<file path="config.mk">
export PLATFORM = sky130hd
export DESIGN_NAME = fault_enable_key_registers
export DESIGN_NICKNAME = d
export VERILOG_FILES = /design/src/rtl/fault_key_pkg.sv /design/src/rtl/fault_enable_key_registers.sv /design/src/rtl/key_sequencer.sv
export SDC_FILE = /design/constraint.sdc
export NUM_CORES = 1
export LEC_CHECK = 0
export BUFFER_PORTS_ARGS = -buffer_cell sky130_fd_sc_hd__clkbuf_2
export CAP_MARGIN = 0
export CORE_UTILIZATION = 40
export CTS_BUF_LIST = sky130_fd_sc_hd__clkbuf_8
export CTS_CLUSTER_DIAMETER = 40
export CTS_CLUSTER_SIZE = 28
export DETAILED_ROUTE_END_ITERATION = 10
export GPL_TIMING_DRIVEN = 0
export PLACE_DENSITY_LB_ADDON = 0.2
export SLEW_MARGIN = 10
export SYNTH_ARGS = -nofsm -noshare
export SYNTH_HDL_FRONTEND = slang
export SYNTH_SLANG_ARGS = --single-unit
</file>
<file path="constraint.sdc">
create_clock -name sys_clk -period 1.87 [get_ports sys_clk]
set_input_delay 0.0935 -clock sys_clk [delete_from_list [all_inputs] [get_ports sys_clk]]
set_output_delay 0.0935 -clock sys_clk [all_outputs]
set_load 0.005 [all_outputs]
</file>
<file path="src/rtl/fault_key_pkg.sv">
`default_nettype none
package fault_key_pkg;
  // register addresses on the serial register port (5-bit message id)
  localparam logic [4:0] ADDR_RAIL_FAULT_FLAGS_B = 5'h05;
  localparam logic [4:0] ADDR_DRIVER_REG_ENABLES = 5'h06;
  localparam logic [4:0] ADDR_WATCHDOG_RESET_KEYS = 5'h07;

  // data word D20..D5 maps onto bits 15..0
  localparam int DATA_W = 16;
  localparam logic [15:0] DATA_ZERO = 16'h0000;

  // flag bit positions inside rail_fault_flags_b
  localparam int POS_PUMP_TWO_OVER = 15; // D20
  localparam int POS_PUMP_TWO_UNDER = 14; // D19
  localparam int POS_SENSOR_A_OVER = 11; // D16
  localparam int POS_SENSOR_A_UNDER = 10; // D15
  localparam int POS_SENSOR_B_OVER = 9; // D14
  localparam int POS_SENSOR_B_UNDER = 8; // D13
  localparam logic [15:0] FLAG_MASK = 16'hcf00;

  // redundant enable pairs: high bit sits four above the low bit
  localparam int NUM_EN = 6;
  localparam int PAIR_GAP = 4;
  // low bit of each pair: phase c, phase b, phase a, disconnect, rail b, rail a
  localparam int EN_LO_POS [NUM_EN] = '{11, 10, 9, 8, 3, 2};
  localparam logic [5:0] EN_STATE_RESET = 6'h03; // rails on, drivers off
  localparam logic [15:0] EN_IMAGE_RESET = 16'h00cc;
  localparam logic [15:0] EN_MASK = 16'hffcc;

  // key register fields
  localparam int WD_FIELD_HI = 15; // D20
  localparam int WD_FIELD_LO = 8; // D13
  localparam int RO_FIELD_HI = 7; // D12
  localparam int RO_FIELD_LO = 0; // D5

  // watchdog key sequence and commands
  localparam logic [7:0] WATCHDOG_COMMAND_FIELD_FIRST = 8'hd3;
  localparam logic [7:0] WATCHDOG_COMMAND_FIELD_SECOND = 8'h33;
  localparam logic [7:0] WD_CMD_FLASH = 8'hcc;
  localparam logic [7:0] WD_CMD_CONFIG = 8'hcd;
  localparam logic [7:0] WD_CMD_RESTART = 8'hce;
  localparam logic [7:0] WD_CMD_DISABLE = 8'hcf;

  // reset-output key sequence and selections
  localparam logic [7:0] RO_KEY_FIRST = 8'hd4;
  localparam logic [7:0] RO_KEY_SECOND = 8'h2b;
  localparam logic [7:0] RO_SEL_WDF = 8'ha5;
  localparam logic [7:0] RO_SEL_GENERAL = 8'ha6;
  localparam logic [7:0] RO_SEL_BOTH = 8'ha7;

  // watchdog fault low time on the reset output
  localparam int WDF_LOW_TIME_US = 2000;
  localparam int CLK_MHZ = 250;
  localparam int WDF_LOW_CYCLES = WDF_LOW_TIME_US * CLK_MHZ;
  localparam int HOLD_W = 20;
  localparam logic [19:0] HOLD_ZERO = 20'h00000;
  localparam logic [19:0] HOLD_ONE = 20'h00001;

  // key sequencer states
  typedef enum logic [1:0] {
    SEQ_FIRST,
    SEQ_SECOND,
    SEQ_COMMAND
  } seq_state_e;
endpackage : fault_key_pkg
`default_nettype wire

</file>
<file path="src/rtl/fault_enable_key_registers.sv">
`default_nettype none
module fault_enable_key_registers #(
  parameter int WDF_HOLD_CYCLES = fault_key_pkg::WDF_LOW_CYCLES // 2 ms low pulse length
) (
  input wire logic sys_clk,
  input wire logic rst, // master power-on reset, synchronous
  // register port from the serial link front end
  input wire logic [4:0] reg_addr,
  input wire logic [15:0] reg_wdata, // D20..D5
  input wire logic reg_wr,
  input wire logic reg_rd,
  output logic [15:0] reg_rdata,
  output logic reg_rvalid,
  // analog fault detector levels (asynchronous)
  input wire logic pump_two_over_det,
  input wire logic pump_two_under_det,
  input wire logic sensor_rail_a_over_det,
  input wire logic sensor_rail_a_under_det,
  input wire logic sensor_rail_b_over_det,
  input wire logic sensor_rail_b_under_det,
  // rail health and watchdog fault (asynchronous)
  input wire logic mcu_rail_good,
  input wire logic general_rail_good,
  input wire logic watchdog_fault,
  // driver and regulator enables
  output logic phase_c_gate_driver,
  output logic phase_b_gate_driver,
  output logic phase_a_gate_driver,
  output logic disconnect_gate_driver,
  output logic sensor_rail_b_enable,
  output logic sensor_rail_a_enable,
  // watchdog command pulses
  output logic wd_cmd_flash,
  output logic wd_cmd_config,
  output logic wd_cmd_restart,
  output logic wd_cmd_disable,
  // active-low power-on-reset output
  output logic reset_output_n
);
  // two-flop synchronisers for all asynchronous inputs
  localparam int NSYNC = 9;
  // slot of each pin inside the synchroniser vector
  localparam int PUMP_OVER_SLOT = 0; // pump two overvoltage detector
  localparam int PUMP_UNDER_SLOT = 1; // pump two undervoltage detector
  localparam int RAIL_A_OVER_SLOT = 2; // sensor rail a overvoltage detector
  localparam int RAIL_A_UNDER_SLOT = 3; // sensor rail a undervoltage detector
  localparam int RAIL_B_OVER_SLOT = 4; // sensor rail b overvoltage detector
  localparam int RAIL_B_UNDER_SLOT = 5; // sensor rail b undervoltage detector
  localparam int MCU_GOOD_SLOT = 6; // microcontroller rail health
  localparam int GEN_GOOD_SLOT = 7; // general rail health
  localparam int WDF_SLOT = 8; // watchdog fault
  logic [NSYNC-1:0] async_in; // raw pin levels
  logic [NSYNC-1:0] sync1_reg; // first stage, read only by second
  logic [NSYNC-1:0] sync2_reg; // safe levels
  assign async_in = {watchdog_fault, general_rail_good, mcu_rail_good,
                     sensor_rail_b_under_det, sensor_rail_b_over_det,
                     sensor_rail_a_under_det, sensor_rail_a_over_det,
                     pump_two_under_det, pump_two_over_det};

  // synchroniser chain
  // only the second stage is read; the first may be metastable
  // reset leaves the health levels low, so the reset output stays low until the mcu rail level crosses
  always_ff @(posedge sys_clk) begin
    if (rst) begin
      sync1_reg <= '0;
      sync2_reg <= '0;
    end else begin
      sync1_reg <= async_in;
      sync2_reg <= sync1_reg;
    end
  end

  // synchronised named levels
  wire logic mcu_good_s = sync2_reg[MCU_GOOD_SLOT];
  wire logic gen_good_s = sync2_reg[GEN_GOOD_SLOT];
  wire logic wdf_s = sync2_reg[WDF_SLOT];

  // true when the port address selects the given register
  function automatic logic addr_hit(input logic [4:0] addr, input logic [4:0] target);
    addr_hit = (addr == target);
  endfunction : addr_hit

  // register access decode; reads have no side effect, so the read select ignores the strobe
  wire logic wr_flags = reg_wr && addr_hit(reg_addr, fault_key_pkg::ADDR_RAIL_FAULT_FLAGS_B);
  wire logic wr_enables = reg_wr && addr_hit(reg_addr, fault_key_pkg::ADDR_DRIVER_REG_ENABLES);
  wire logic wr_keys = reg_wr && addr_hit(reg_addr, fault_key_pkg::ADDR_WATCHDOG_RESET_KEYS);
  wire logic rd_flags = addr_hit(reg_addr, fault_key_pkg::ADDR_RAIL_FAULT_FLAGS_B);
  wire logic rd_enables = addr_hit(reg_addr, fault_key_pkg::ADDR_DRIVER_REG_ENABLES);

  // ---------------- sticky fault flags ----------------
  logic [15:0] flags_reg, flags_next;
  logic [15:0] fault_set; // detector levels placed at their flag bits
  logic [15:0] flag_clear; // write-one-to-clear mask

  // place each detector at its documented bit, unused bits stay zero
  always_comb begin
    fault_set = fault_key_pkg::DATA_ZERO;
    fault_set[fault_key_pkg::POS_PUMP_TWO_OVER] = sync2_reg[PUMP_OVER_SLOT];
    fault_set[fault_key_pkg::POS_PUMP_TWO_UNDER] = sync2_reg[PUMP_UNDER_SLOT];
    fault_set[fault_key_pkg::POS_SENSOR_A_OVER] = sync2_reg[RAIL_A_OVER_SLOT];
    fault_set[fault_key_pkg::POS_SENSOR_A_UNDER] = sync2_reg[RAIL_A_UNDER_SLOT];
    fault_set[fault_key_pkg::POS_SENSOR_B_OVER] = sync2_reg[RAIL_B_OVER_SLOT];
    fault_set[fault_key_pkg::POS_SENSOR_B_UNDER] = sync2_reg[RAIL_B_UNDER_SLOT];
  end

  // only ones written clear; a zero leaves the flag alone
  assign flag_clear = wr_flags ? reg_wdata : fault_key_pkg::DATA_ZERO;
  // set wins over clear, so a live fault re-latches at once
  // a clear aimed at a fault that is still present leaves its flag set
  assign flags_next = ((flags_reg & ~flag_clear) | fault_set) & fault_key_pkg::FLAG_MASK;

  // flag storage
  always_ff @(posedge sys_clk) begin
    if (rst) flags_reg <= fault_key_pkg::DATA_ZERO;
    else flags_reg <= flags_next;
  end

  // ---------------- enable register ----------------
  // resolve a redundant pair: 11 on, 00 off, mixed keeps the old state
  function automatic logic pair_resolve(input logic hi, input logic lo, input logic prev);
    if (hi && lo) pair_resolve = 1'b1;
    else if (!hi && !lo) pair_resolve = 1'b0;
    else pair_resolve = prev;
  endfunction : pair_resolve

  logic [15:0] en_image_reg; // readback of last written pattern
  logic [5:0] en_state_reg; // resolved on/off states
  logic [5:0] en_state_next;

  // one resolver per driver or regulator
  genvar gi;
  generate
    for (gi = 0; gi < fault_key_pkg::NUM_EN; gi = gi + 1) begin : g_pair
      localparam int LO = fault_key_pkg::EN_LO_POS[gi];
      localparam int HI = LO + fault_key_pkg::PAIR_GAP;
      // slot 5 is phase c, down to slot 0 for rail a
      assign en_state_next[5 - gi] = wr_enables ?
        pair_resolve(reg_wdata[HI], reg_wdata[LO], en_state_reg[5 - gi]) :
        en_state_reg[5 - gi];
    end
  endgenerate

  // enable state and readable image
  // the image keeps the pair bits of the last written word; the unused bits read back as zero
  always_ff @(posedge sys_clk) begin
    if (rst) begin
      en_state_reg <= fault_key_pkg::EN_STATE_RESET;
      en_image_reg <= fault_key_pkg::EN_IMAGE_RESET;
    end else begin
      en_state_reg <= en_state_next;
      if (wr_enables) en_image_reg <= reg_wdata & fault_key_pkg::EN_MASK;
    end
  end

  // drive enables straight from the state flops
  assign phase_c_gate_driver = en_state_reg[5];
  assign phase_b_gate_driver = en_state_reg[4];
  assign phase_a_gate_driver = en_state_reg[3];
  assign disconnect_gate_driver = en_state_reg[2];
  assign sensor_rail_b_enable = en_state_reg[1];
  assign sensor_rail_a_enable = en_state_reg[0];

  // ---------------- read path ----------------
  logic [15:0] rdata_next;
  // key register and unmapped addresses read as zero
  assign rdata_next = rd_flags ? flags_reg :
                      rd_enables ? en_image_reg : fault_key_pkg::DATA_ZERO;

  // registered read answer, one cycle after the strobe
  // reg_rdata keeps its word until the next read
  always_ff @(posedge sys_clk) begin
    if (rst) begin
      reg_rdata <= fault_key_pkg::DATA_ZERO;
      reg_rvalid <= 1'b0;
    end else begin
      reg_rvalid <= reg_rd;
      if (reg_rd) reg_rdata <= rdata_next;
    end
  end

  // ---------------- key sequences ----------------
  logic wd_seq_valid, ro_seq_valid; // command byte arrived
  logic [7:0] wd_seq_byte, ro_seq_byte;

  // watchdog key field D20:D13
  key_sequencer u_wd_seq (
    .sys_clk(sys_clk),
    .rst(rst),
    .byte_valid(wr_keys),
    .byte_in(reg_wdata[fault_key_pkg::WD_FIELD_HI:fault_key_pkg::WD_FIELD_LO]),
    .key_first(fault_key_pkg::WATCHDOG_COMMAND_FIELD_FIRST),
    .key_second(fault_key_pkg::WATCHDOG_COMMAND_FIELD_SECOND),
    .cmd_valid(wd_seq_valid),
    .cmd_byte(wd_seq_byte)
  );

  // reset-output key field D12:D5
  key_sequencer u_ro_seq (
    .sys_clk(sys_clk),
    .rst(rst),
    .byte_valid(wr_keys),
    .byte_in(reg_wdata[fault_key_pkg::RO_FIELD_HI:fault_key_pkg::RO_FIELD_LO]),
    .key_first(fault_key_pkg::RO_KEY_FIRST),
    .key_second(fault_key_pkg::RO_KEY_SECOND),
    .cmd_valid(ro_seq_valid),
    .cmd_byte(ro_seq_byte)
  );

  // watchdog command decode; unknown third bytes do nothing
  wire logic dec_flash = wd_seq_valid && (wd_seq_byte == fault_key_pkg::WD_CMD_FLASH);
  wire logic dec_config = wd_seq_valid && (wd_seq_byte == fault_key_pkg::WD_CMD_CONFIG);
  wire logic dec_restart = wd_seq_valid && (wd_seq_byte == fault_key_pkg::WD_CMD_RESTART);
  wire logic dec_disable = wd_seq_valid && (wd_seq_byte == fault_key_pkg::WD_CMD_DISABLE);

  // registered one-cycle command pulses
  always_ff @(posedge sys_clk) begin
    if (rst) begin
      wd_cmd_flash <= 1'b0;
      wd_cmd_config <= 1'b0;
      wd_cmd_restart <= 1'b0;
      wd_cmd_disable <= 1'b0;
    end else begin
      wd_cmd_flash <= dec_flash;
      wd_cmd_config <= dec_config;
      wd_cmd_restart <= dec_restart;
      wd_cmd_disable <= dec_disable;
    end
  end

  // ---------------- reset-output selection ----------------
  logic incl_wdf_reg; // watchdog fault included
  logic incl_gen_reg; // general rail health included
  wire logic sel_wdf = ro_seq_valid &&
    ((ro_seq_byte == fault_key_pkg::RO_SEL_WDF) || (ro_seq_byte == fault_key_pkg::RO_SEL_BOTH));
  wire logic sel_gen = ro_seq_valid &&
    ((ro_seq_byte == fault_key_pkg::RO_SEL_GENERAL) || (ro_seq_byte == fault_key_pkg::RO_SEL_BOTH));

  // selection bits only add inputs; master reset clears them
  // a later selection adds to an earlier one, none removes any
  always_ff @(posedge sys_clk) begin
    if (rst) begin
      incl_wdf_reg <= 1'b0;
      incl_gen_reg <= 1'b0;
    end else begin
      if (sel_wdf) incl_wdf_reg <= 1'b1;
      if (sel_gen) incl_gen_reg <= 1'b1;
    end
  end

  // watchdog fault low-time counter
  logic wdf_prev_reg; // for rising-edge detect on the synced level
  logic [19:0] hold_reg;
  wire logic wdf_rise = wdf_s && !wdf_prev_reg;
  wire logic [19:0] hold_load = 20'(WDF_HOLD_CYCLES);

  // load on a fresh included fault, then count down to zero
  // a new rising edge restarts the full low time
  always_ff @(posedge sys_clk) begin
    if (rst) begin
      wdf_prev_reg <= 1'b0;
      hold_reg <= fault_key_pkg::HOLD_ZERO;
    end else begin
      wdf_prev_reg <= wdf_s;
      if (wdf_rise && incl_wdf_reg) hold_reg <= hold_load;
      else if (hold_reg != fault_key_pkg::HOLD_ZERO) hold_reg <= hold_reg - fault_key_pkg::HOLD_ONE;
    end
  end

  // combine the selected health inputs
  // mcu rail health always counts; the others only once keyed in
  wire logic ro_low_next = !mcu_good_s ||
                           (incl_gen_reg && !gen_good_s) ||
                           (hold_reg != fault_key_pkg::HOLD_ZERO);

  // reset output held low through reset
  always_ff @(posedge sys_clk) begin
    if (rst) reset_output_n <= 1'b0;
    else reset_output_n <= !ro_low_next;
  end
endmodule : fault_enable_key_registers
`default_nettype wire

</file>
<file path="src/rtl/key_sequencer.sv">
`default_nettype none
// three-step keyed command tracker: key, key, command byte
module key_sequencer (
  input wire logic sys_clk,
  input wire logic rst,
  input wire logic byte_valid, // one byte offered this cycle
  input wire logic [7:0] byte_in,
  input wire logic [7:0] key_first,
  input wire logic [7:0] key_second,
  output logic cmd_valid, // one-cycle pulse after a full sequence
  output logic [7:0] cmd_byte
);
  fault_key_pkg::seq_state_e state_reg, state_next;
  logic cmd_valid_next;
  logic [7:0] cmd_byte_next;

  // advance on matching keys, fall back to the first key otherwise
  always_comb begin
    state_next = state_reg;
    cmd_valid_next = 1'b0;
    cmd_byte_next = cmd_byte;
    if (byte_valid) begin
      case (state_reg)
        fault_key_pkg::SEQ_FIRST: begin
          if (byte_in == key_first) state_next = fault_key_pkg::SEQ_SECOND;
        end
        fault_key_pkg::SEQ_SECOND: begin
          // a wrong second key forces a restart from the first key
          if (byte_in == key_second) state_next = fault_key_pkg::SEQ_COMMAND;
          else state_next = fault_key_pkg::SEQ_FIRST;
        end
        fault_key_pkg::SEQ_COMMAND: begin
          // command byte is handed up; the caller judges it
          cmd_valid_next = 1'b1;
          cmd_byte_next = byte_in;
          state_next = fault_key_pkg::SEQ_FIRST;
        end
        default: begin
          state_next = fault_key_pkg::SEQ_FIRST;
        end
      endcase
    end
  end

  // state and registered command outputs
  always_ff @(posedge sys_clk) begin
    if (rst) begin
      state_reg <= fault_key_pkg::SEQ_FIRST;
      cmd_valid <= 1'b0;
      cmd_byte <= 8'h00;
    end else begin
      state_reg <= state_next;
      cmd_valid <= cmd_valid_next;
      cmd_byte <= cmd_byte_next;
    end
  end
endmodule : key_sequencer
`default_nettype wire

</file>
==> results by group <==
Timing
  – Worst Skew: 12.97 ps
  – Final WS setup: 29.75 ps
  – RSZ-0062 raised after global routing: yes
  – Worst-Margin Slew: 658.8 ps
  – Final Cycle Share: 98.41%
  – Period minus WS final: 1840 ps
  – Fmax: 0.5434 GHz
  – Worst-case hold slack: 15.62 ps
  – Final hold violations: 0
  – Final setup fails: 0
  – Worst relative slew slack: 55.46%
  – TNS Setup: 0 ps
  – Max Slew Vio Count: 0

Yosys
  – Main synth FF type: dfxtp_1
  – Yosys reg bits: 105
  – Area contributors post-synth: dfxtp_1 51%, a21oi_1 7.3%, nand2_1 6.4%, nor2b_1 3.9%, nor2_1 3.1%
  – Post-Syn Area: 0.004138 mm^2
  – Syn Area/Cell: 8.860 um^2
  – Most frequent cell after synthesis: dfxtp_1
  – Async SR Flop Fraction: 0%
  – Synthesis Warnings: 0
  – Most area-hungry cell type in the Yosys netlist: dfxtp_1
  – Gate Count Post-Synth: 467
  – Top cell type's share of synthesized area: 50.80%
  – Top cells by count, synth: 105 x dfxtp_1, 71 x nand2_1, 60 x a21oi_1
  – Register area share after synthesis: 50.80%
  – Netlist cell types: 45
  – Post-synth EDFFs: 0

Routing
  – DRT Pass-1 Iters: 4
  – Post-route DRC: 0
  – Total wire length: 9.758 mm
  – Post-DRT Antenna Nets: 0
  – Wirelength per Cell: 13.96 um
  – DR vias: 3471
  – Drt first-iter violations: 139
  – Number of vias per cell: 4.966

Clock network
  – Worst-path clk slew: 110 ps
  – Max Root-Sink Buffers: 2
  – Clock sink count: 105
  – Worst-Skew Late Latency: 370 ps
  – Cts bufs inserted: 9
  – Clock root cell: clkbuf_8
  – CTS tree: built
  – H-tree levels: 3

Cells and area
  – Layout cells sized above 1: 19.79%
  – Cell area after layout: 0.005069 mm^2
  – FILL cells: 964
  – Final Util: 51.15%
  – Number of flip-flops in the largest register: 20
  – P&R area growth vs syn: 22.50%
  – Inserted Diodes: 0
  – Finished Layout Cells: 699
  – Final #Nets: 603

Place
  – Cells after DPL: 659
  – DP Worst Slack: -158.8 ps
  – I/O Buffers: 56
  – Hpwl dp: 6.810 mm
  – DP Area: 0.004597 mm^2
  – GP Congestion: 0.7648

Worst hold path
  – Worst Hold End: u_wd_seq.cmd_byte[1]$_SDFFE_PP0P_
  – Worst min path class: primary input to flip-flop
  – Hold Crit Depth: 3
  – Hold Crit Start: reg_wdata[9]

Setup path
  – CP delay by family, top: simple AND/OR/NAND/NOR gates
  – Required @ worst endpoint: 2160 ps
  – Worst Path Buf+Inv: 1
  – Crit start category: flip-flop
  – Crit path cell chain: or4_4 > nor3_4 > buf_4 > nand3_1 > xor2_1 > nor3_1
  – Worst EP arrival: 2130 ps
  – Critical setup path kind: flip-flop to flip-flop
  – CP Capture Type: flip-flop
  – RR Endpoint: hold_reg[19]$_SDFFE_PP0P_
  – CP Max Fanout: 7
  – R2R setup slack: 30 ps
  – Worst r2r src: hold_reg[5]$_SDFFE_PP0P_
  – Worst path max stage delay: 580 ps
  – Worst r2r path cells: 6
  – Slowest CP cell: or4_4

Floorplan
  – Width of the die: 103.7 um
  – I/O Pins: 62
  – Initial core utilization: 41.76%
  – CORE AREA: 0.009910 mm^2
  – Die Ht: 103.7 um
  – Row cnt: 36
  – Die ar.: 0.01075 mm^2

Global routing
  – First-pass GRT wire length: 15.73 mm
  – Grt ovf: 0
  – Total GRT Usage: 18.27%
  – Pin count of the biggest net entering global routing: 20
  – Initial antenna violation count: 0
  – Vias in the first global route: 3203

Power
  – P per Cell Area: 1263 mW/mm^2
  – VDD IR max: 0.5658 mV
  – Lkg Pwr: 1.911 nW
  – Total power: 6.399 mW

Flow run
  – Max cap viols: 0

Status
  – Outcome: finished clean
[tightest hold or removal path: cells and delay by family]
kind            cells  cell delay (ps)
simple gates        1               70
compound gates      1               50
buf+inv             1              130
[how the worst max path moves through the flow]
stage | start | to | slack (ps) | cells after the start
final | hold_reg[5]$_SDFFE_PP0P_ | hold_reg[19]$_SDFFE_PP0P_ | 30 | 6
after global routing | hold_reg[5]$_SDFFE_PP0P_ | hold_reg[19]$_SDFFE_PP0P_ | -50 | 6
after CTS | hold_reg[5]$_SDFFE_PP0P_ | hold_reg[0]$_SDFFE_PP0P_ | 3 | 6
after detailed placement | hold_reg[2]$_SDFFE_PP0P_ | hold_reg[7]$_SDFFE_PP0P_ | -160 | 5
after global placement | hold_reg[5]$_SDFFE_PP0P_ | reset_output_n$_SDFF_PP0_ | -160 | 4
after floorplan | hold_reg[1]$_SDFFE_PP0P_ | hold_reg[8]$_SDFFE_PP0P_ | 3 | 8
[placed cells by master, fill, tap and decap left out, types with 3 or more instances in the layout]
cell type / instances
a211oi_1: 7
xnor2_1: 3
conb_1: 4
nand2_1: 71
ha_1: 7
nor4b_1: 4
nand3_1: 20
a22oi_1: 6
nor4bb_1: 4
dlygate4sd3_1: 14
clkbuf_2: 57
clkbuf_1: 21
nand4_1: 7
nor3_1: 12
buf_4: 14
nand3b_1: 9
a21oi_1: 60
o31ai_1: 4
nor2_1: 34
nor2b_1: 26
xor2_1: 9
o21ai_0: 4
clkinv_4: 3
dfxtp_2: 7
dfxtp_1: 98
nand2b_1: 10
clkbuf_8: 9
[final cells by class]
cell class              instances  area, um^2  area share, %
clock buffers                   9       123.9          2.444
repair buffers                 80       495.5          9.775
flip-flops and latches        105        2111          41.64
multi-input cells             334        1969          38.85
clock inverters                 7       62.56          1.234
plain buffers                  27       125.1          2.469
inverters                       4       15.01         0.2962
well taps                     133       166.4          3.283
[power breakdown]
group	total, mW	internal (mW)	switching (mW)
clock	1.31	0.510	0.805
sequential	2.75	2.49	0.258
combinational	2.34	1.15	1.19
[per-layer routing]
metal	vias up	track usage (%)	part of all wire, %
met5	-	0	0
li1	1798	-	-
met4	0	4.694	0.79
met2	68	28.57	45
met1	1598	25.70	49
met3	7	3.713	4.6
[cell families (layout without fill, tap and decap cells)]
family	Yosys count	after routing	share of synthesized area, %
AOI/OAI and AO/OA	86	86	11.76
xor gates and xnor gates	12	12	2.540
DFF	105	105	50.80
buffers and inverters	31	127	3.356
other	1	4	0.09063
adders and majority gates	8	8	2.419
and+or+nand+nor	224	224	29.03
[what timing repair did]
item	CTS	global route
setup buffers	8	1
resized for setup	12	8
hold buffers	14	0
cloned	1	0
pin swaps	6	5
endpoints found under the hold margin	14	0
setup endpoints to repair	13	13
Power figures use the tool's default switching activity.
